<file path="src/tw_pkg.sv">
// Operation
// - Mask register reads stop bit as zero
// - Disabled master pulls both lines low
// - NAK with bytes left sets idle at once
// - Disable write releases both lines high immediately
// - Bus alert input is active high
// - Alert unusable when master and slave share pins
// - No deep-sleep wake with stretch plus stop-on-match
// - Both version registers read zero
package tw_pkg;
  localparam logic [7:0] ADDR_MCTRL    = 8'h00;
  localparam logic [7:0] ADDR_MCMD     = 8'h04;
  localparam logic [7:0] ADDR_MTXDATA  = 8'h08;
  localparam logic [7:0] ADDR_STATUS   = 8'h0C;
  localparam logic [7:0] ADDR_IMR      = 8'h10;
  localparam logic [7:0] ADDR_MVERSION = 8'h14;
  localparam logic [7:0] ADDR_SCTRL    = 8'h20;
  localparam logic [7:0] ADDR_SVERSION = 8'h24;
  // Control bits of the master control register
  localparam int MCTRL_EN    = 0;
  localparam int MCTRL_DIS   = 1;
  localparam int MCTRL_START = 2;
  // Slave control fields and the master command count field
  localparam int SCTRL_EN     = 0;
  localparam int SCTRL_STREN  = 1;
  localparam int SCTRL_SOAM   = 2;
  localparam int SCTRL_SHARED = 3;
  localparam int SCTRL_ADDR_LSB = 8;
  localparam int MCMD_CNT_LSB   = 8;
  // Status and mask layout
  localparam int ST_DONE  = 0;
  localparam int ST_NAK   = 1;
  localparam int ST_STOP  = 2;
  localparam int ST_ALERT = 3;
  localparam int ST_SADDR = 4;
  localparam int ST_IDLE  = 8;
  localparam int NUM_EVT  = 5;
  localparam logic [31:0] VERSION_VALUE = 32'h0000_0000;
  localparam logic [31:0] ZERO_WORD     = 32'h0000_0000;
  // Timing
  localparam int CLK_PERIOD_NS  = 20;
  localparam int BUS_PERIOD_NS  = 10000;
  localparam int QUARTER_CYC    = BUS_PERIOD_NS / (4 * CLK_PERIOD_NS);
  localparam int RELEASE_CYC    = BUS_PERIOD_NS / CLK_PERIOD_NS;
  localparam logic [1:0] Q_LAST = 2'h3;
  localparam logic [3:0] BIT_LAST = 4'h7;

  typedef enum logic [2:0] {
    TW_M_OFF   = 3'b000,
    TW_M_IDLE  = 3'b001,
    TW_M_START = 3'b010,
    TW_M_BIT   = 3'b011,
    TW_M_ACK   = 3'b100,
    TW_M_STOP  = 3'b101,
    TW_M_REL   = 3'b110
  } tw_mstate_t;

  typedef enum logic [1:0] {
    TW_S_IDLE = 2'b00,
    TW_S_ADDR = 2'b01,
    TW_S_ACK  = 2'b10,
    TW_S_WAIT = 2'b11
  } tw_sstate_t;
endpackage

</file>
<file path="src/tw_top.sv">
// The APB slave port and the address map are this design's own decisions.
`timescale 1ns/100ps
module tw_top #(
  parameter int QUARTER = tw_pkg::QUARTER_CYC,
  parameter int RELEASE = tw_pkg::RELEASE_CYC
) (
  // APB
  input  wire logic        pclk,
  input  wire logic        presetn,
  input  wire logic        psel,
  input  wire logic        penable,
  input  wire logic        pwrite,
  input  wire logic [7:0]  paddr,
  input  wire logic [31:0] pwdata,
  output logic      [31:0] prdata,
  output logic             pready,
  output logic             pslverr,
  // Two-wire pins, open drain
  input  wire logic        scl_in,
  input  wire logic        sda_in,
  output logic             scl_out,
  output logic             scl_oe,
  output logic             sda_out,
  output logic             sda_oe,
  input  wire logic        alert_in,
  // System
  input  wire logic        deep_sleep,
  output logic             wake_req,
  output logic             irq
);
  logic [2:0] pins;
  logic       scl_s;
  logic       sda_s;
  logic       alert_s;
  tw_sync #(.W(3)) u_sync (
    .pclk    (pclk),
    .presetn (presetn),
    .raw     ({alert_in, sda_in, scl_in}),
    .level   (pins)
  );
  assign scl_s   = pins[0];
  assign sda_s   = pins[1];
  assign alert_s = pins[2];

  // Register bus
  logic                     acc;
  logic                     wr;
  logic                     m_en_pulse;
  logic                     m_dis_pulse;
  logic                     m_start_pulse;
  logic [15:0]              mcmd;
  logic [7:0]               txdata;
  logic [tw_pkg::NUM_EVT-1:0] evt;
  logic [tw_pkg::NUM_EVT-1:0] mask;
  logic [tw_pkg::NUM_EVT-1:0] set_evt;
  logic [15:0]              sctrl;
  logic                     idle;
  logic [31:0]              next_rdata;
  logic                     unmapped;

  assign acc = psel && penable && !pready;
  assign wr  = psel && penable && pready && pwrite;

  always_ff @(posedge pclk or negedge presetn)
  begin
    if (!presetn)
    begin
      pready  <= 1'b0;
      prdata  <= tw_pkg::ZERO_WORD;
      pslverr <= 1'b0;
    end
    else
    begin
      pready  <= acc;
      prdata  <= acc ? next_rdata : tw_pkg::ZERO_WORD;
      pslverr <= acc && unmapped;
    end
  end

  always_comb
  begin
    next_rdata = tw_pkg::ZERO_WORD;
    unmapped   = 1'b0;
    if (paddr == tw_pkg::ADDR_MCTRL)
      next_rdata = tw_pkg::ZERO_WORD;
    else if (paddr == tw_pkg::ADDR_MCMD)
      next_rdata = {16'h0000, mcmd};
    else if (paddr == tw_pkg::ADDR_MTXDATA)
      next_rdata = {24'h000000, txdata};
    else if (paddr == tw_pkg::ADDR_STATUS)
    begin
      next_rdata[tw_pkg::NUM_EVT-1:0] = evt;
      next_rdata[tw_pkg::ST_IDLE]     = idle;
    end
    else if (paddr == tw_pkg::ADDR_IMR)
    begin
      next_rdata[tw_pkg::NUM_EVT-1:0] = mask;
      next_rdata[tw_pkg::ST_STOP]     = 1'b0;
    end
    else if (paddr == tw_pkg::ADDR_MVERSION)
      next_rdata = tw_pkg::VERSION_VALUE;
    else if (paddr == tw_pkg::ADDR_SCTRL)
      next_rdata = {16'h0000, sctrl};
    else if (paddr == tw_pkg::ADDR_SVERSION)
      next_rdata = tw_pkg::VERSION_VALUE;
    else
      unmapped = 1'b1;
  end

  assign m_en_pulse    = wr && paddr == tw_pkg::ADDR_MCTRL && pwdata[tw_pkg::MCTRL_EN];
  assign m_dis_pulse   = wr && paddr == tw_pkg::ADDR_MCTRL && pwdata[tw_pkg::MCTRL_DIS];
  assign m_start_pulse = wr && paddr == tw_pkg::ADDR_MCTRL && pwdata[tw_pkg::MCTRL_START];

  always_ff @(posedge pclk or negedge presetn)
  begin
    if (!presetn)
    begin
      mcmd   <= 16'h0000;
      txdata <= 8'h00;
      mask   <= '0;
      sctrl  <= 16'h0000;
    end
    else if (wr)
    begin
      if (paddr == tw_pkg::ADDR_MCMD)
        mcmd <= pwdata[15:0];
      if (paddr == tw_pkg::ADDR_MTXDATA)
        txdata <= pwdata[7:0];
      if (paddr == tw_pkg::ADDR_IMR)
        mask <= pwdata[tw_pkg::NUM_EVT-1:0];
      if (paddr == tw_pkg::ADDR_SCTRL)
        sctrl <= {1'b0, pwdata[14:8], 4'h0, pwdata[3:0]};
    end
  end

  // Sticky events, set wins over a write-one clear
  logic [tw_pkg::NUM_EVT-1:0] clr_evt;
  assign clr_evt = (wr && paddr == tw_pkg::ADDR_STATUS) ?
                   pwdata[tw_pkg::NUM_EVT-1:0] : '0;
  always_ff @(posedge pclk or negedge presetn)
  begin
    if (!presetn)
    begin
      evt <= '0;
      irq <= 1'b0;
    end
    else
    begin
      evt <= (evt & ~clr_evt) | set_evt;
      irq <= |(evt & mask);
    end
  end

  // Master engine
  localparam logic [1:0] Q_LAST_c = tw_pkg::Q_LAST;
  tw_pkg::tw_mstate_t mstate;
  logic       tick;
  logic [1:0] q;
  logic [3:0] bitn;
  logic [7:0] shreg;
  logic [7:0] left;
  logic       m_scl_low;
  logic       m_sda_low;
  logic       ev_done;
  logic       ev_nak;
  logic       ev_stop;
  logic [$clog2(RELEASE)-1:0] rel_cnt;

  tw_div #(.DIV(QUARTER)) u_div (
    .pclk    (pclk),
    .presetn (presetn),
    .run     (mstate != tw_pkg::TW_M_OFF && mstate != tw_pkg::TW_M_IDLE
              && mstate != tw_pkg::TW_M_REL),
    .tick    (tick)
  );

  always_ff @(posedge pclk or negedge presetn)
  begin
    if (!presetn)
    begin
      mstate    <= tw_pkg::TW_M_OFF;
      q         <= 2'h0;
      bitn      <= 4'h0;
      shreg     <= 8'h00;
      left      <= 8'h00;
      m_scl_low <= 1'b1;
      m_sda_low <= 1'b1;
      idle      <= 1'b0;
      ev_done   <= 1'b0;
      ev_nak    <= 1'b0;
      ev_stop   <= 1'b0;
      rel_cnt   <= '0;
    end
    else
    begin
      ev_done <= 1'b0;
      ev_nak  <= 1'b0;
      ev_stop <= 1'b0;
      if (m_dis_pulse)
      begin
        mstate    <= tw_pkg::TW_M_REL;
        m_scl_low <= 1'b0;
        m_sda_low <= 1'b0;
        idle      <= 1'b0;
        rel_cnt   <= '0;
      end
      else
      begin
        case (mstate)
          tw_pkg::TW_M_OFF:
          begin
            m_scl_low <= 1'b1;
            m_sda_low <= 1'b1;
            if (m_en_pulse)
            begin
              mstate    <= tw_pkg::TW_M_IDLE;
              m_scl_low <= 1'b0;
              m_sda_low <= 1'b0;
              idle      <= 1'b1;
            end
          end
          tw_pkg::TW_M_REL:
          begin
            if (m_en_pulse)
            begin
              mstate <= tw_pkg::TW_M_IDLE;
              idle   <= 1'b1;
            end
            else if (rel_cnt == $clog2(RELEASE)'(RELEASE - 1))
              mstate <= tw_pkg::TW_M_OFF;
            else
              rel_cnt <= rel_cnt + 1'b1;
          end
          tw_pkg::TW_M_IDLE:
          begin
            if (m_start_pulse)
            begin
              mstate <= tw_pkg::TW_M_START;
              idle   <= 1'b0;
              q      <= 2'h0;
              shreg  <= {mcmd[6:0], 1'b0};
              left   <= mcmd[tw_pkg::MCMD_CNT_LSB +: 8];
            end
          end
          tw_pkg::TW_M_START:
          begin
            if (tick)
            begin
              q         <= q + 1'b1;
              m_sda_low <= 1'b1;
              if (q == Q_LAST_c)
              begin
                mstate    <= tw_pkg::TW_M_BIT;
                m_scl_low <= 1'b1;
                bitn      <= 4'h0;
              end
            end
          end
          tw_pkg::TW_M_BIT:
          begin
            if (tick)
            begin
              q <= q + 1'b1;
              if (q == 2'h0)
                m_sda_low <= !shreg[7];
              else if (q == 2'h1)
                m_scl_low <= 1'b0;
              else if (q == Q_LAST_c)
              begin
                m_scl_low <= 1'b1;
                shreg     <= {shreg[6:0], 1'b0};
                bitn      <= bitn + 1'b1;
                if (bitn == tw_pkg::BIT_LAST)
                  mstate <= tw_pkg::TW_M_ACK;
              end
            end
          end
          tw_pkg::TW_M_ACK:
          begin
            if (tick)
            begin
              q <= q + 1'b1;
              if (q == 2'h0)
                m_sda_low <= 1'b0;
              else if (q == 2'h1)
                m_scl_low <= 1'b0;
              else if (q == 2'h2 && sda_s && left != 8'h00)
              begin
                idle   <= 1'b1;
                ev_nak <= 1'b1;
              end
              else if (q == Q_LAST_c)
              begin
                m_scl_low <= 1'b1;
                bitn      <= 4'h0;
                if (sda_s || left == 8'h00)
                begin
                  mstate <= tw_pkg::TW_M_STOP;
                  ev_nak <= sda_s && left == 8'h00;
                end
                else
                begin
                  mstate <= tw_pkg::TW_M_BIT;
                  shreg  <= txdata;
                  left   <= left - 1'b1;
                end
              end
            end
          end
          tw_pkg::TW_M_STOP:
          begin
            if (tick)
            begin
              q <= q + 1'b1;
              if (q == 2'h0)
                m_sda_low <= 1'b1;
              else if (q == 2'h1)
                m_scl_low <= 1'b0;
              else if (q == Q_LAST_c)
              begin
                m_sda_low <= 1'b0;
                mstate    <= tw_pkg::TW_M_IDLE;
                idle      <= 1'b1;
                ev_stop   <= 1'b1;
                ev_done   <= 1'b1;
              end
            end
          end
          default:
            mstate <= tw_pkg::TW_M_OFF;
        endcase
      end
    end
  end

  // Slave address matcher, sampling the bus through the synchroniser
  tw_pkg::tw_sstate_t sstate;
  logic       scl_d;
  logic       sda_d;
  logic [7:0] srx;
  logic [3:0] scnt;
  logic       s_sda_low;
  logic       s_scl_low;
  logic       ev_saddr;
  logic       ev_alert;
  logic       alert_d;
  logic       start_c;
  logic       stop_c;
  logic       scl_rise;
  logic       scl_fall;

  assign start_c  = scl_s && scl_d && sda_d && !sda_s;
  assign stop_c   = scl_s && scl_d && !sda_d && sda_s;
  assign scl_rise = scl_s && !scl_d;
  assign scl_fall = !scl_s && scl_d;

  always_ff @(posedge pclk or negedge presetn)
  begin
    if (!presetn)
    begin
      scl_d   <= 1'b1;
      sda_d   <= 1'b1;
      alert_d <= 1'b1; // Same as synchroniser reset, no false edge
    end
    else
    begin
      scl_d   <= scl_s;
      sda_d   <= sda_s;
      alert_d <= alert_s;
    end
  end

  always_ff @(posedge pclk or negedge presetn)
  begin
    if (!presetn)
    begin
      sstate    <= tw_pkg::TW_S_IDLE;
      srx       <= 8'h00;
      scnt      <= 4'h0;
      s_sda_low <= 1'b0;
      ev_saddr  <= 1'b0;
    end
    else
    begin
      ev_saddr <= 1'b0;
      if (!sctrl[tw_pkg::SCTRL_EN] || stop_c)
      begin
        sstate    <= tw_pkg::TW_S_IDLE;
        s_sda_low <= 1'b0;
      end
      else if (start_c)
      begin
        sstate    <= tw_pkg::TW_S_ADDR;
        scnt      <= 4'h0;
        s_sda_low <= 1'b0;
      end
      else
      begin
        case (sstate)
          tw_pkg::TW_S_ADDR:
          begin
            if (scl_rise)
            begin
              srx  <= {srx[6:0], sda_s};
              scnt <= scnt + 1'b1;
            end
            else if (scl_fall && scnt == 4'h8)
            begin
              if (srx[7:1] == sctrl[tw_pkg::SCTRL_ADDR_LSB +: 7])
              begin
                sstate    <= tw_pkg::TW_S_ACK;
                s_sda_low <= 1'b1;
                ev_saddr  <= 1'b1;
              end
              else
                sstate <= tw_pkg::TW_S_WAIT;
            end
          end
          tw_pkg::TW_S_ACK:
          begin
            if (scl_fall)
            begin
              s_sda_low <= 1'b0;
              sstate    <= tw_pkg::TW_S_WAIT;
            end
          end
          default:
            sstate <= sstate;
        endcase
      end
    end
  end

  // Stretch clock after own address until software clears the event
  always_ff @(posedge pclk or negedge presetn)
  begin
    if (!presetn)
      s_scl_low <= 1'b0;
    else
      s_scl_low <= sctrl[tw_pkg::SCTRL_STREN] && evt[tw_pkg::ST_SADDR]
                   && sstate == tw_pkg::TW_S_WAIT && !scl_s;
  end

  // Alert rises, active high, ignored when pins are shared
  assign ev_alert = alert_s && !alert_d
                    && !sctrl[tw_pkg::SCTRL_SHARED];

  always_comb
  begin
    set_evt                  = '0;
    set_evt[tw_pkg::ST_DONE]  = ev_done;
    set_evt[tw_pkg::ST_NAK]   = ev_nak;
    set_evt[tw_pkg::ST_STOP]  = ev_stop;
    set_evt[tw_pkg::ST_ALERT] = ev_alert;
    set_evt[tw_pkg::ST_SADDR] = ev_saddr;
  end

  // Pins and wake
  always_ff @(posedge pclk or negedge presetn)
  begin
    if (!presetn)
    begin
      scl_out  <= 1'b0;
      sda_out  <= 1'b0;
      scl_oe   <= 1'b1;
      sda_oe   <= 1'b1;
      wake_req <= 1'b0;
    end
    else
    begin
      scl_out  <= 1'b0;
      sda_out  <= 1'b0;
      scl_oe   <= m_scl_low || s_scl_low;
      sda_oe   <= m_sda_low || s_sda_low;
      wake_req <= ev_saddr && !(deep_sleep && sctrl[tw_pkg::SCTRL_STREN]
                  && sctrl[tw_pkg::SCTRL_SOAM]);
    end
  end
endmodule // tw_top

</file>
<file path="src/tw_sync.sv">
`timescale 1ns/100ps
module tw_sync #(
  parameter int W = 2
) (
  // Clock and reset
  input  wire logic         pclk,
  input  wire logic         presetn,
  // Raw and filtered levels
  input  wire logic [W-1:0] raw,
  output logic      [W-1:0] level
);
  genvar i;
  generate
    for (i = 0; i < W; i++)
    begin : g_bit
      logic s1;
      logic s2;
      logic s3;
      always_ff @(posedge pclk or negedge presetn)
      begin
        if (!presetn)
        begin
          s1       <= 1'b1;
          s2       <= 1'b1;
          s3       <= 1'b1;
          level[i] <= 1'b1;
        end
        else
        begin
          s1 <= raw[i];
          s2 <= s1;
          s3 <= s2;
          if (s2 == s3)
            level[i] <= s3;
        end
      end
    end
  endgenerate
endmodule // tw_sync

</file>
<file path="src/tw_div.sv">
`timescale 1ns/100ps
module tw_div #(
  parameter int DIV = 125
) (
  // Clock and reset
  input  wire logic pclk,
  input  wire logic presetn,
  // Run and phase tick
  input  wire logic run,
  output logic      tick
);
  logic [$clog2(DIV)-1:0] cnt;
  always_ff @(posedge pclk or negedge presetn)
  begin
    if (!presetn)
    begin
      cnt  <= '0;
      tick <= 1'b0;
    end
    else if (!run)
    begin
      cnt  <= '0;
      tick <= 1'b0;
    end
    else if (cnt == $clog2(DIV)'(DIV - 1))
    begin
      cnt  <= '0;
      tick <= 1'b1;
    end
    else
    begin
      cnt  <= cnt + 1'b1;
      tick <= 1'b0;
    end
  end
endmodule // tw_div

</file>
<file path="config.mk">
export PLATFORM = sky130hd
export DESIGN_NAME = tw_top
export DESIGN_NICKNAME = d
export VERILOG_FILES = /design/src/tw_pkg.sv /design/src/tw_top.sv /design/src/tw_sync.sv /design/src/tw_div.sv
export SDC_FILE = /design/constraint.sdc
export NUM_CORES = 1
export LEC_CHECK = 0
export BUFFER_PORTS_ARGS = -buffer_cell sky130_fd_sc_hd__buf_4
export CAP_MARGIN = 10
export CORE_UTILIZATION = 35
export DETAILED_ROUTE_END_ITERATION = 12
export SLEW_MARGIN = 20
export SYNTH_ARGS = -nofsm -noshare
export SYNTH_HDL_FRONTEND = slang
export SYNTH_SLANG_ARGS = --single-unit
export TNS_END_PERCENT = 50
</file>
<file path="constraint.sdc">
create_clock -name pclk -period 3.3 [get_ports pclk]
set_input_delay 0.33 -clock pclk [delete_from_list [all_inputs] [get_ports pclk]]
set_output_delay 0.33 -clock pclk [all_outputs]
set_load 0.05 [all_outputs]
</file>
==> Yosys cells after proc, flatten, opt, wreduce, memory -nomap -nowiden <==
Cells that the tools add are included.
{ "totals": {"input_bits": 49, "regBits": 162, "out_inout_bits": 40, "word_cells": 376} }
{ "op_classes": {"n_mux": 161, "eq_ne": 75, "n_reduce_logical": 81, "addsub": 6, "bitwise_logic": 7} }
{ "op_table": {"columns": ["cell", "n"], "rows": [
  ["$mux W8", 18],
  ["$mux W32", 4],
  ["$mux W1", 73],
  ["$mux W3", 23],
  ["$ne A3 B3 Y1 const B", 19],
  ["$mux W4", 13],
  ["$mux W9", 4],
  ["$ne A4 B4 Y1 const B", 8],
  ["$logic_and A1 B1 Y1", 31],
  ["$mux W15", 2],
  ["$pmux W8 S3", 1],
  ["$mux W23", 1],
  ["$reduce_and A11 Y1", 2],
  ["$pmux W3 S7", 1],
  ["$ne A2 B2 Y1 const B", 10],
  ["$reduce_and A19 Y1", 1],
  ["$reduce_and A9 Y1", 2],
  ["$eq A8 B4 Y1 const B", 2],
  ["$eq A8 B5 Y1 const B", 2],
  ["$eq A8 B6 Y1 const B", 2],
  ["$logic_not A8 Y1", 2],
  ["$pmux W8 S2", 1],
  ["$mux W5", 3],
  ["$mux W2", 7],
  ["other kinds (50)", 98]
]} }

==> Logic depth before layout (Yosys ltp) <==
Gate-level depths: netlist of run 1.
{ "depth": {"depth_word": 10, "mapped_depth": 9, "depth_no_buf": 8} }

==> By module <==
Synthesis of run 1 repeated with hierarchy kept, for this count alone.
{ "hier_totals": {"hier_cells": 662, "hier_area_um2": 7221.9} }
{ "by_module_without_submodules": {"columns": ["module", "area_each_um2", "cells_per_inst", "seq_area_each_um2", "n_inst"], "rows": [
  ["tw_top", 6501.2, 611, 3161.8, 1],
  ["tw_div", 371.6, 36, 200.2, 1],
  ["tw_sync", 349.1, 15, 315.3, 1]
]} }

==> Least setup slack after synthesis of run 1 <==
Ideal clock, no wire load.
{ "synth_path": {"kind": "register to register", "start": "register pready", "end": "register left[5]", "arrival_time_ps": 2086, "period_less_slack_ps": 2213, "t_required_ps": 3172, "path_stages_with_launch": 9, "setup_ps": 128, "path_slack_ps": 1087, "path_buffers": 2, "cell_sequence": "dfrtp_1 and4_1 clkbuf_1 and4_1 o21ai_2 or2_1 buf_4 o21ai_1 o21ai_0"} }
{ "synth_via": {"elab_chain_len": 6, "word_cells_on_any_way": 8, "cone_classes": "eq/ne (1); bitwise (1); reduce/logical (6)"} }
{ "synth_rtl": {"columns": ["item", "line_no", "text"], "rows": [
  ["from (decl)", "tw_top.sv:16", "output logic pready,"],
  ["from (signal assigned)", "tw_top.sv:68", "pready <= 1'b0;"],
  ["from (signal assigned)", "tw_top.sv:74", "pready <= acc;"],
  ["$logic_and A1 B1 Y1 * (2 in series)", "tw_top.sv:62", "assign wr = psel && penable && pready && pwrite;"],
  ["$logic_and A1 B1 Y1 *", "tw_top.sv:111, tw_top.sv:112", null],
  ["$logic_and A1 B1 Y1, on equally long branches", "tw_top.sv:112, tw_top.sv:111", null],
  ["$ne A2 B2 Y1 (no line) or $not A1 Y1 (tied branches)", null, null],
  ["$reduce_and A9 Y1 (no line) *", null, null],
  ["to (signal assigned)", "tw_top.sv:242", "left <= mcmd[tw_pkg::MCMD_CNT_LSB +: 8];"],
  ["to (signal assigned)", "tw_top.sv:305", "left <= left - 1'b1;"],
  ["to (decl)", "tw_top.sv:161", "logic [7:0] left;"]
]} }
Mark *: on every way between the ends. The rest lies on a longest branch, timed or not.
A chain may end at the register's enable or synchronous reset.

==> Worst setup path in the final report of run 1 <==
{ "layout_path": {"start": "register q[0]", "end": "register shreg[7]"} }
{ "layout_via": {"elab_chain_len": 5, "word_cells_on_any_way": 14, "cone_classes": "eq/ne (10); reduce/logical (4)"} }
{ "layout_rtl": {"columns": ["item", "line_no", "text"], "rows": [
  ["from (decl)", "tw_top.sv:158", "logic [1:0] q;"],
  ["from (signal assigned)", "tw_top.sv:249", "q <= q + 1'b1;"],
  ["from (signal assigned)", "tw_top.sv:263", "q <= q + 1'b1;"],
  ["from (signal assigned)", "tw_top.sv:282", "q <= q + 1'b1;"],
  ["$eq A2 B2 Y1", "tw_top.sv:287", "else if (q == 2'h2 && sda_s && left != 8'h00)"],
  ["$logic_and A1 B1 Y1 (2 in series)", "tw_top.sv:287", null],
  ["$ne A2 B2 Y1 (no line)", null, null],
  ["$reduce_and A13 Y1 (no line) *", null, null],
  ["to (signal assigned)", "tw_top.sv:241", "shreg <= {mcmd[6:0], 1'b0};"],
  ["to (signal assigned)", "tw_top.sv:271", "shreg <= {shreg[6:0], 1'b0};"],
  ["to (signal assigned)", "tw_top.sv:304", "shreg <= txdata;"],
  ["to (decl)", "tw_top.sv:160", "logic [7:0] shreg;"]
]} }
Marks and branches as above.

==> results of run 1 <==
-- path summary, 6_finish.rpt --
| check | from | endpoint | slack (ps) | cells after the start |
|---|---|---|---|---|
| min | pwdata[12] | sctrl[12] | 150 | 2 |
| max reg2reg | q[0] | shreg[7] | 770 | 8 |
| max in group asynchronous | presetn | m_scl_low | 1940 | 3 |
| min reg2reg | u_sync.g_bit[2].s1 | u_sync.g_bit[2].s2 | 360 | 0 |
| min in group asynchronous | presetn | srx[5] | 530 | 2 |
| max | q[0] | shreg[7] | 770 | 8 |
-- per-layer routing --
metal,vias to the layer above,GRT usage,part of all wire
met1,2543,0.244,0.51
met4,0,0.0622,0.021
li1,2560,-,-
met2,141,0.227,0.42
met5,-,0,0
met3,21,0.0377,0.048
-- cell type report --
type | count | area [sq um]
clock buffers | 23 | 478
clock inverters | 9 | 131
fillers | 1871 | 11300
inverters | 23 | 86.3
multi-input cells | 499 | 3180
flip-flops and latches | 146 | 3680
well taps | 265 | 332
repair buffers | 70 | 552
-- flip-flops by register name (all words and copies together), names as in the netlist, 7 cells and up --
| name | flops |
|---|---|
| sctrl | 11 |
| shreg | 8 |
| u_div.cnt | 7 |
| prdata | 16 |
| rel_cnt | 9 |
| left | 8 |
| srx | 8 |
| txdata | 8 |
| mcmd | 16 |
-- where the power goes --
group	total, uW	switching (uW)	internal, uW
logic	1490	929	557
registers	2240	224	2020
clock network	1990	743	1250
total	5720	1900	3820
-- critical path: stages, from the launching register on --
cell and delay (ps):
dfrtp_1 440, inv_1 120, ha_1 310, nand4bb_1 220
a2111oi_0 360, o21ai_0 220, a21oi_2 540, nor2_1 80
a31oi_1 170
-- cell usage in the layout (no fill, tap or decap), types with 4 or more instances in the layout --
master           n
conb_1          18
a22oi_1         23
clkbuf_16       17
o21ai_1          5
a211oi_1         4
dlygate4sd3_1    4
a21o_1           6
nand4_1          9
nand2_1         80
o31ai_1          4
nor2_1          60
dfstp_2         19
ha_1            16
o21ai_0         29
or3_1            5
nand2b_1         5
a221oi_1         4
a31oi_1         11
mux2_2          37
nor4_1           5
and3_1           5
dfrtp_1        127
xor2_1          14
or2_2            5
and4_1           6
a22o_1           4
nor2b_1          7
inv_1           22
buf_4           64
nor3_1          13
nand3_1         19
xnor2_1          7
a21oi_1         47
-- what timing repair did --
item / in CTS / in global routing
buffers inserted: 0 / 0
endpoints found under the hold margin: 16 / 0
endpoints found under the setup margin: 0 / 0
hold buffers: 4 / 0
-- cell families (layout without fill, tap and decap cells) --
| kind of cell | count (synthesis) | in the layout |
|---|---|---|
| flip-flops | 146 | 146 |
| adder cells (fa/ha/maj) | 19 | 19 |
| other | 1 | 18 |
| multiplexers | 40 | 40 |
| buffers and inverters | 68 | 125 |
| XOR/XNOR | 21 | 21 |
| AO/OA/AOI/OAI | 156 | 156 |
| AND/OR/NAND/NOR | 245 | 245 |
-- through the flow --
stage / instances / util / setup slack, ps / area [sq um]
CTS: 1035 / 0.428 / 745 / 8440
global placement: 999 / 0.395 / 805 / 7790
global route: 1035 / 0.428 / 446 / 8440
floorplan: 713 / - / 1090 / 7210
detailed placement: 999 / 0.395 / 753 / 7790
finish: 1035 / 0.428 / 771 / 8440
==> impl_metrics.csv, run 1 <==
group,metric,value,unit
outcome,outcome,"complete, no violations",
grt,grtUsageTotal,0.164,
logic_synthesis,synth.distinct_cells,69,
pwr,cellPowerDensity,678,mW/mm^2
sta,rsz0062_at_grt,"false",
die,die_h,145,um
critical_path,startpoint_type,"flop",
drt,drt_iter0_markers,371,
critical_path,worstPathRequired,3640,ps
logic_synthesis,syn_inst,696,
clock_tree,cts.path.max_buffers,2,
grt,antenna_found_initial,0,
logic_synthesis,async_flop_share,1.00,
logic_synthesis,syn_area_per_cell,10.3,sq um
clock_tree,clock-sinks,146,
layout,layout-drive-gt1-share,0.217,
sta,finalCritPeriodShare,0.766,
logic_synthesis,synth_area_leader_cell,"dfrtp_1",
drt,drc,0,
logic_synthesis,synthAdderAreaFrac,0.0322,
logic_synthesis,synth_compound_area_frac,0.138,
layout,diodes,0,
clock_tree,cts_buffers,17,
die,pin_count,89,
die,die_area,0.0210,sq mm
drt,wire_per_inst,15.9,um
logic_synthesis,yosys.area_share.simple,0.177,
sta,worst_pin_slew,779,ps
grt,grt_max_degree,88,
clock_tree,clock_latency,420,ps
die,initial_core_util,0.363,
critical_path,path_max_fanout,16,
sta,fmax,395,MHz
drt,drtAntennaViolNets,0,
clock_tree,cts_root_buffer,"clkbuf_16",
logic_synthesis,synth-edff-count,0,
grt,grt_pass1_wl,27.2,mm
sta,tns,0,ps
logic_synthesis,synth_top_family_by_area,"simple AND/OR/NAND/NOR gates",
logic_synthesis,synth_most_common_cell,"dfrtp_1",
logic_synthesis,syn_area,0.00715,sq mm
logic_synthesis,synth_mux_area_frac,0.0625,
pwr,p_leak,0.00386,uW
logic_synthesis,synth_top_flop_cell,"dfrtp_1",
clock_tree,cts_max_level,4,
sta,setup_viol,0,
place,numPortBuffers,54,
logic_synthesis,synth_top_area_share,0.445,
worst_hold_path,hold_path_class,"input pin to flop",
logic_synthesis,synth_xor_xnor_area_share,0.0257,
sta,hold_viol_final,0,
pwr,p_total,5720,uW
sta,fin_skew,6.22,ps
layout,areaGrowthSynthToFinish,18.1,%
drt,routed_via_density,5.09,
clock_tree,cts.reportedPaths.clkPinSlew,60,ps
sta,maxSlewViolCount,0,
clock_tree,cts-resized-gates,0,
grt,grt_overflow,0,
drt,finalWirelength,16.4,mm
drt,dr.pass1.iters,6,
critical_path,cp-end-kind,"flop",
logic_synthesis,synth_area_leaders,"dfrtp_1 (44%), dfstp_2 (7.0%), mux2_2 (5.8%)",
place,dp_hpwl,11.4,mm
clock_tree,tritoncts,"done",
die,core-area,0.0197,sq mm
sta,relSlewSlack,0.480,
layout,nets,822,
grt,grt_pass1_vias,5114,
die,die_x,145,um
sta,fin_crit,2530,ps
sta,whs,150,ps
critical_path,critPathKind,"flop to flop",
place,routabilityCongestion,0.836,
run,cap_violations,0,
logic_synthesis,yosys_warnings,0,
die,rows,51,
logic_synthesis,ys_ff_latch,146,
logic_synthesis,synth_common_cells,"dfrtp_1 (127), nand2_1 (80), nor2_1 (60)",
pwr,peakVddDrop,0.000383,V
critical_path,worstPathArrival,2870,ps
drt,vias,5265,
logic_synthesis,ys_seq_area_frac,0.514,
Note: power is estimated with default switching activity, not from simulation.
==> run 2: changes to the inputs <==
--- a/config.mk
+++ b/config.mk
@@ -5,6 +5,7 @@
 export SDC_FILE = /design/constraint.sdc
 export NUM_CORES = 1
 export LEC_CHECK = 0
+export ABC_AREA = 1
 export BUFFER_PORTS_ARGS = -buffer_cell sky130_fd_sc_hd__buf_4
 export CAP_MARGIN = 10
 export CORE_UTILIZATION = 35
==> constraint.sdc (replaced) <==
create_clock -name pclk -period 2 [get_ports pclk]
set_input_delay 0.2 -clock pclk [delete_from_list [all_inputs] [get_ports pclk]]
set_output_delay 0.2 -clock pclk [all_outputs]
set_load 0.05 [all_outputs]
==> run 2 against run 1 <==
  * Global-route usage up 0.37 points
  * Worst setup slack got worse by 560 ps
  * Synthesized cell count is 31% higher
  * Critical endpoint is now left[7]
  * Largest power group unchanged
==> impl_metrics.csv, run 2 <==
group,metric,value,unit
outcome,outcome,"complete, no violations",
clock_tree,tritoncts,"done",
clock_tree,cts.reportedPaths.clkPinSlew,60,ps
logic_synthesis,synth-edff-count,0,
sta,hold_viol_final,0,
grt,antenna_found_initial,0,
pwr,peakVddDrop,0.000777,V
logic_synthesis,syn_area,0.00748,sq mm
drt,dr.pass1.iters,5,
logic_synthesis,syn_area_per_cell,8.20,sq um
die,die_x,148,um
die,die_h,148,um
grt,grt_pass1_wl,28.8,mm
critical_path,reg2reg_to,"left[7]",
drt,wire_per_inst,13.2,um
sta,fin_crit,1790,ps
logic_synthesis,ys_seq_area_frac,0.491,
die,pin_count,89,
sta,finalCritPeriodShare,0.896,
sta,worst_pin_slew,611,ps
sta,relSlewSlack,0.592,
critical_path,worstPathRequired,2300,ps
pwr,p_sw_frac,0.377,
layout,nets,1053,
critical_path,crit_end,"left[7]",
sta,whs,29.1,ps
clock_tree,cts.path.max_buffers,2,
logic_synthesis,yosys_warnings,0,
layout,layout-drive-gt1-share,0.173,
layout,utilization,0.419,
critical_path,crit_chain,"inv_1, nand2_1, nor2_1, nand3_2, nand2_1, nand2_1, nand3_1, nor2_4, buf_4, nand3_1, nand2_1",
sta,maxSlewViolCount,0,
critical_path,path_max_fanout,6,
critical_path,critPathMostFrequentCell,"nand2_1",
logic_synthesis,synth_most_common_cell,"nand2_1",
sta,fin_skew,9.25,ps
pwr,p_sw,3600,uW
pwr,pwr-share-seq,0.372,
place,numPortBuffers,54,
sta,fmax,558,MHz
logic_synthesis,synth_area_leaders,"dfrtp_1 (42%), nand2_1 (14%), dfstp_2 (6.7%)",
critical_path,worst_path_largest_cell_delay,400,ps
logic_synthesis,ys_ff_latch,146,
critical_path,worstPathArrival,2100,ps
grt,grt_max_degree,55,
layout,areaGrowthSynthToFinish,17.6,%
layout,top_regs,"mcmd (16), prdata (16), sctrl (11)",
pwr,clock_power_share,0.309,
critical_path,cp-end-kind,"flop",
grt,grt_overflow,0,
pwr,p_leak,0.00443,uW
drt,finalWirelength,16.8,mm
logic_synthesis,synth_top_flop_cell,"dfrtp_1",
place,routabilityCongestion,0.863,
logic_synthesis,synth_top_area_share,0.425,
run,cap_violations,0,
worst_hold_path,hold_path_class,"input pin to flop",
critical_path,cp_slowest_cell,"dfrtp_1",
drt,drtAntennaViolNets,0,
drt,drc,0,
pwr,cellPowerDensity,1090,mW/mm^2
pwr,combPwrFrac,0.319,
sta,setup_viol,0,
drt,drt_iter0_markers,457,
drt,routed_via_density,4.74,
critical_path,r2r_slack,210,ps
pwr,p_int,5960,uW
clock_tree,clock_latency,420,ps
logic_synthesis,async_flop_share,1.00,
drt,vias,6052,
clock_tree,cts_root_buffer,"clkbuf_16",
place,dp_hpwl,12.4,mm
clock_tree,cts_max_level,4,
die,initial_core_util,0.356,
logic_synthesis,syn_inst,912,
logic_synthesis,synth.distinct_cells,50,
logic_synthesis,synth_common_cells,"nand2_1 (271), dfrtp_1 (127), inv_1 (90)",
die,rows,53,
layout,final_common_cell,"nand2_1",
grt,grt_pass1_vias,5776,
grt,grtUsageTotal,0.167,
critical_path,crit_start,"left[3]",
clock_tree,clock-sinks,146,
logic_synthesis,synth_area_leader_cell,"dfrtp_1",
critical_path,reg2reg_depth,11,
critical_path,startpoint_type,"flop",
die,die_area,0.0220,sq mm
die,core-area,0.0210,sq mm
sta,tns,0,ps
critical_path,reg2reg_from,"left[3]",
layout,diodes,0,
sta,rsz0062_at_grt,"false",
clock_tree,cts_buffers,17,
layout,final_cell_mix,"nand2_1 (271), dfrtp_1 (124), inv_1 (89)",
critical_path,critPathKind,"flop to flop",
==> run 2: repair_timing <==
| item | 4_1_cts | 5_1_grt |
|---|---|---|
| endpoints found under the hold margin | 32 | 0 |
| hold buffers | 4 | 0 |
| buffers inserted | 0 | 1 |
| resized for setup | 0 | 5 |
| setup endpoints to repair | 0 | 18 |
==> run 2: how the worst min path moves through the flow <==
stage | startpoint | endpoint | slack, ps | cells after the start
6_report | pwdata[15] | mcmd[15] | 30 | 2
3_3_place_gp | presetn | rel_cnt[1] | 140 | 1
3_5_place_dp | presetn | rel_cnt[1] | 140 | 1
5_1_grt | pwdata[15] | mcmd[15] | 10 | 2
4_1_cts | pwdata[15] | mcmd[15] | 10 | 2
2_1_floorplan | presetn | bitn[0] | -100 | 0
==> run 2: area by class of cell <==
cell class	count	area [sq um]
Clock buffer	19	433
Clock inverter	13	115
Fill cell	2093	12200
Inverter	100	378
Multi-Input combinational cell	646	3240
Sequential cell	146	3680
Tap cell	275	344
Timing Repair Buffer	77	604
==> run 2: cell families after synthesis <==
family,Yosys count,share of synthesized area
AND/OR/NAND/NOR,452,0.271
multiplexers,1,0.00150
other,1,0.000501
buffers and inverters,137,0.0839
AO/OA/AOI/OAI,140,0.102
XOR/XNOR,16,0.0187
flip-flops,146,0.491
adder cells (fa/ha/maj),19,0.0308
==> run 2: power groups by stage <==
| stage | combinational, uW | clock, uW | sequential (uW) |
|---|---|---|---|
| 2_1_floorplan | 2310 | 0 | 3550 |
| 3_3_place_gp | 2970 | 0 | 3600 |
| 3_5_place_dp | 2990 | 0 | 3590 |
| 4_1_cts | 3020 | 3030 | 3550 |
| 5_1_grt | 3480 | 3170 | 3610 |
| 6_report | 3050 | 2950 | 3560 |
==> run 2: metrics by stage <==
step / total power (uW) / worst slack (ps) / cells / area, sq um
floorplan: 5870 / 163 / 929 / 7550
global placement: 6570 / 162 / 1239 / 8200
detailed placement: 6590 / 161 / 1239 / 8200
CTS: 9600 / 122 / 1275 / 8780
global route: 10300 / 16.6 / 1276 / 8800
finish: 9560 / 207 / 1276 / 8800
==> run 2: critical path, delay by kind of cell, from the launching register on <==
family / cells / cell delay, ps
simple gates: 9 / 1010
buf+inv: 2 / 270
flops: 1 / 400
==> run 2: layer usage <==
metal / up-vias / global-route usage / share of wire / wire, um
met5: - / 0 / 0 / 0
met1: 2846 / 0.237 / 0.50 / 8400
met3: 14 / 0.0377 / 0.044 / 733
met4: 0 / 0.0500 / 0.011 / 190
met2: 129 / 0.254 / 0.45 / 7500
li1: 3063 / - / - / -
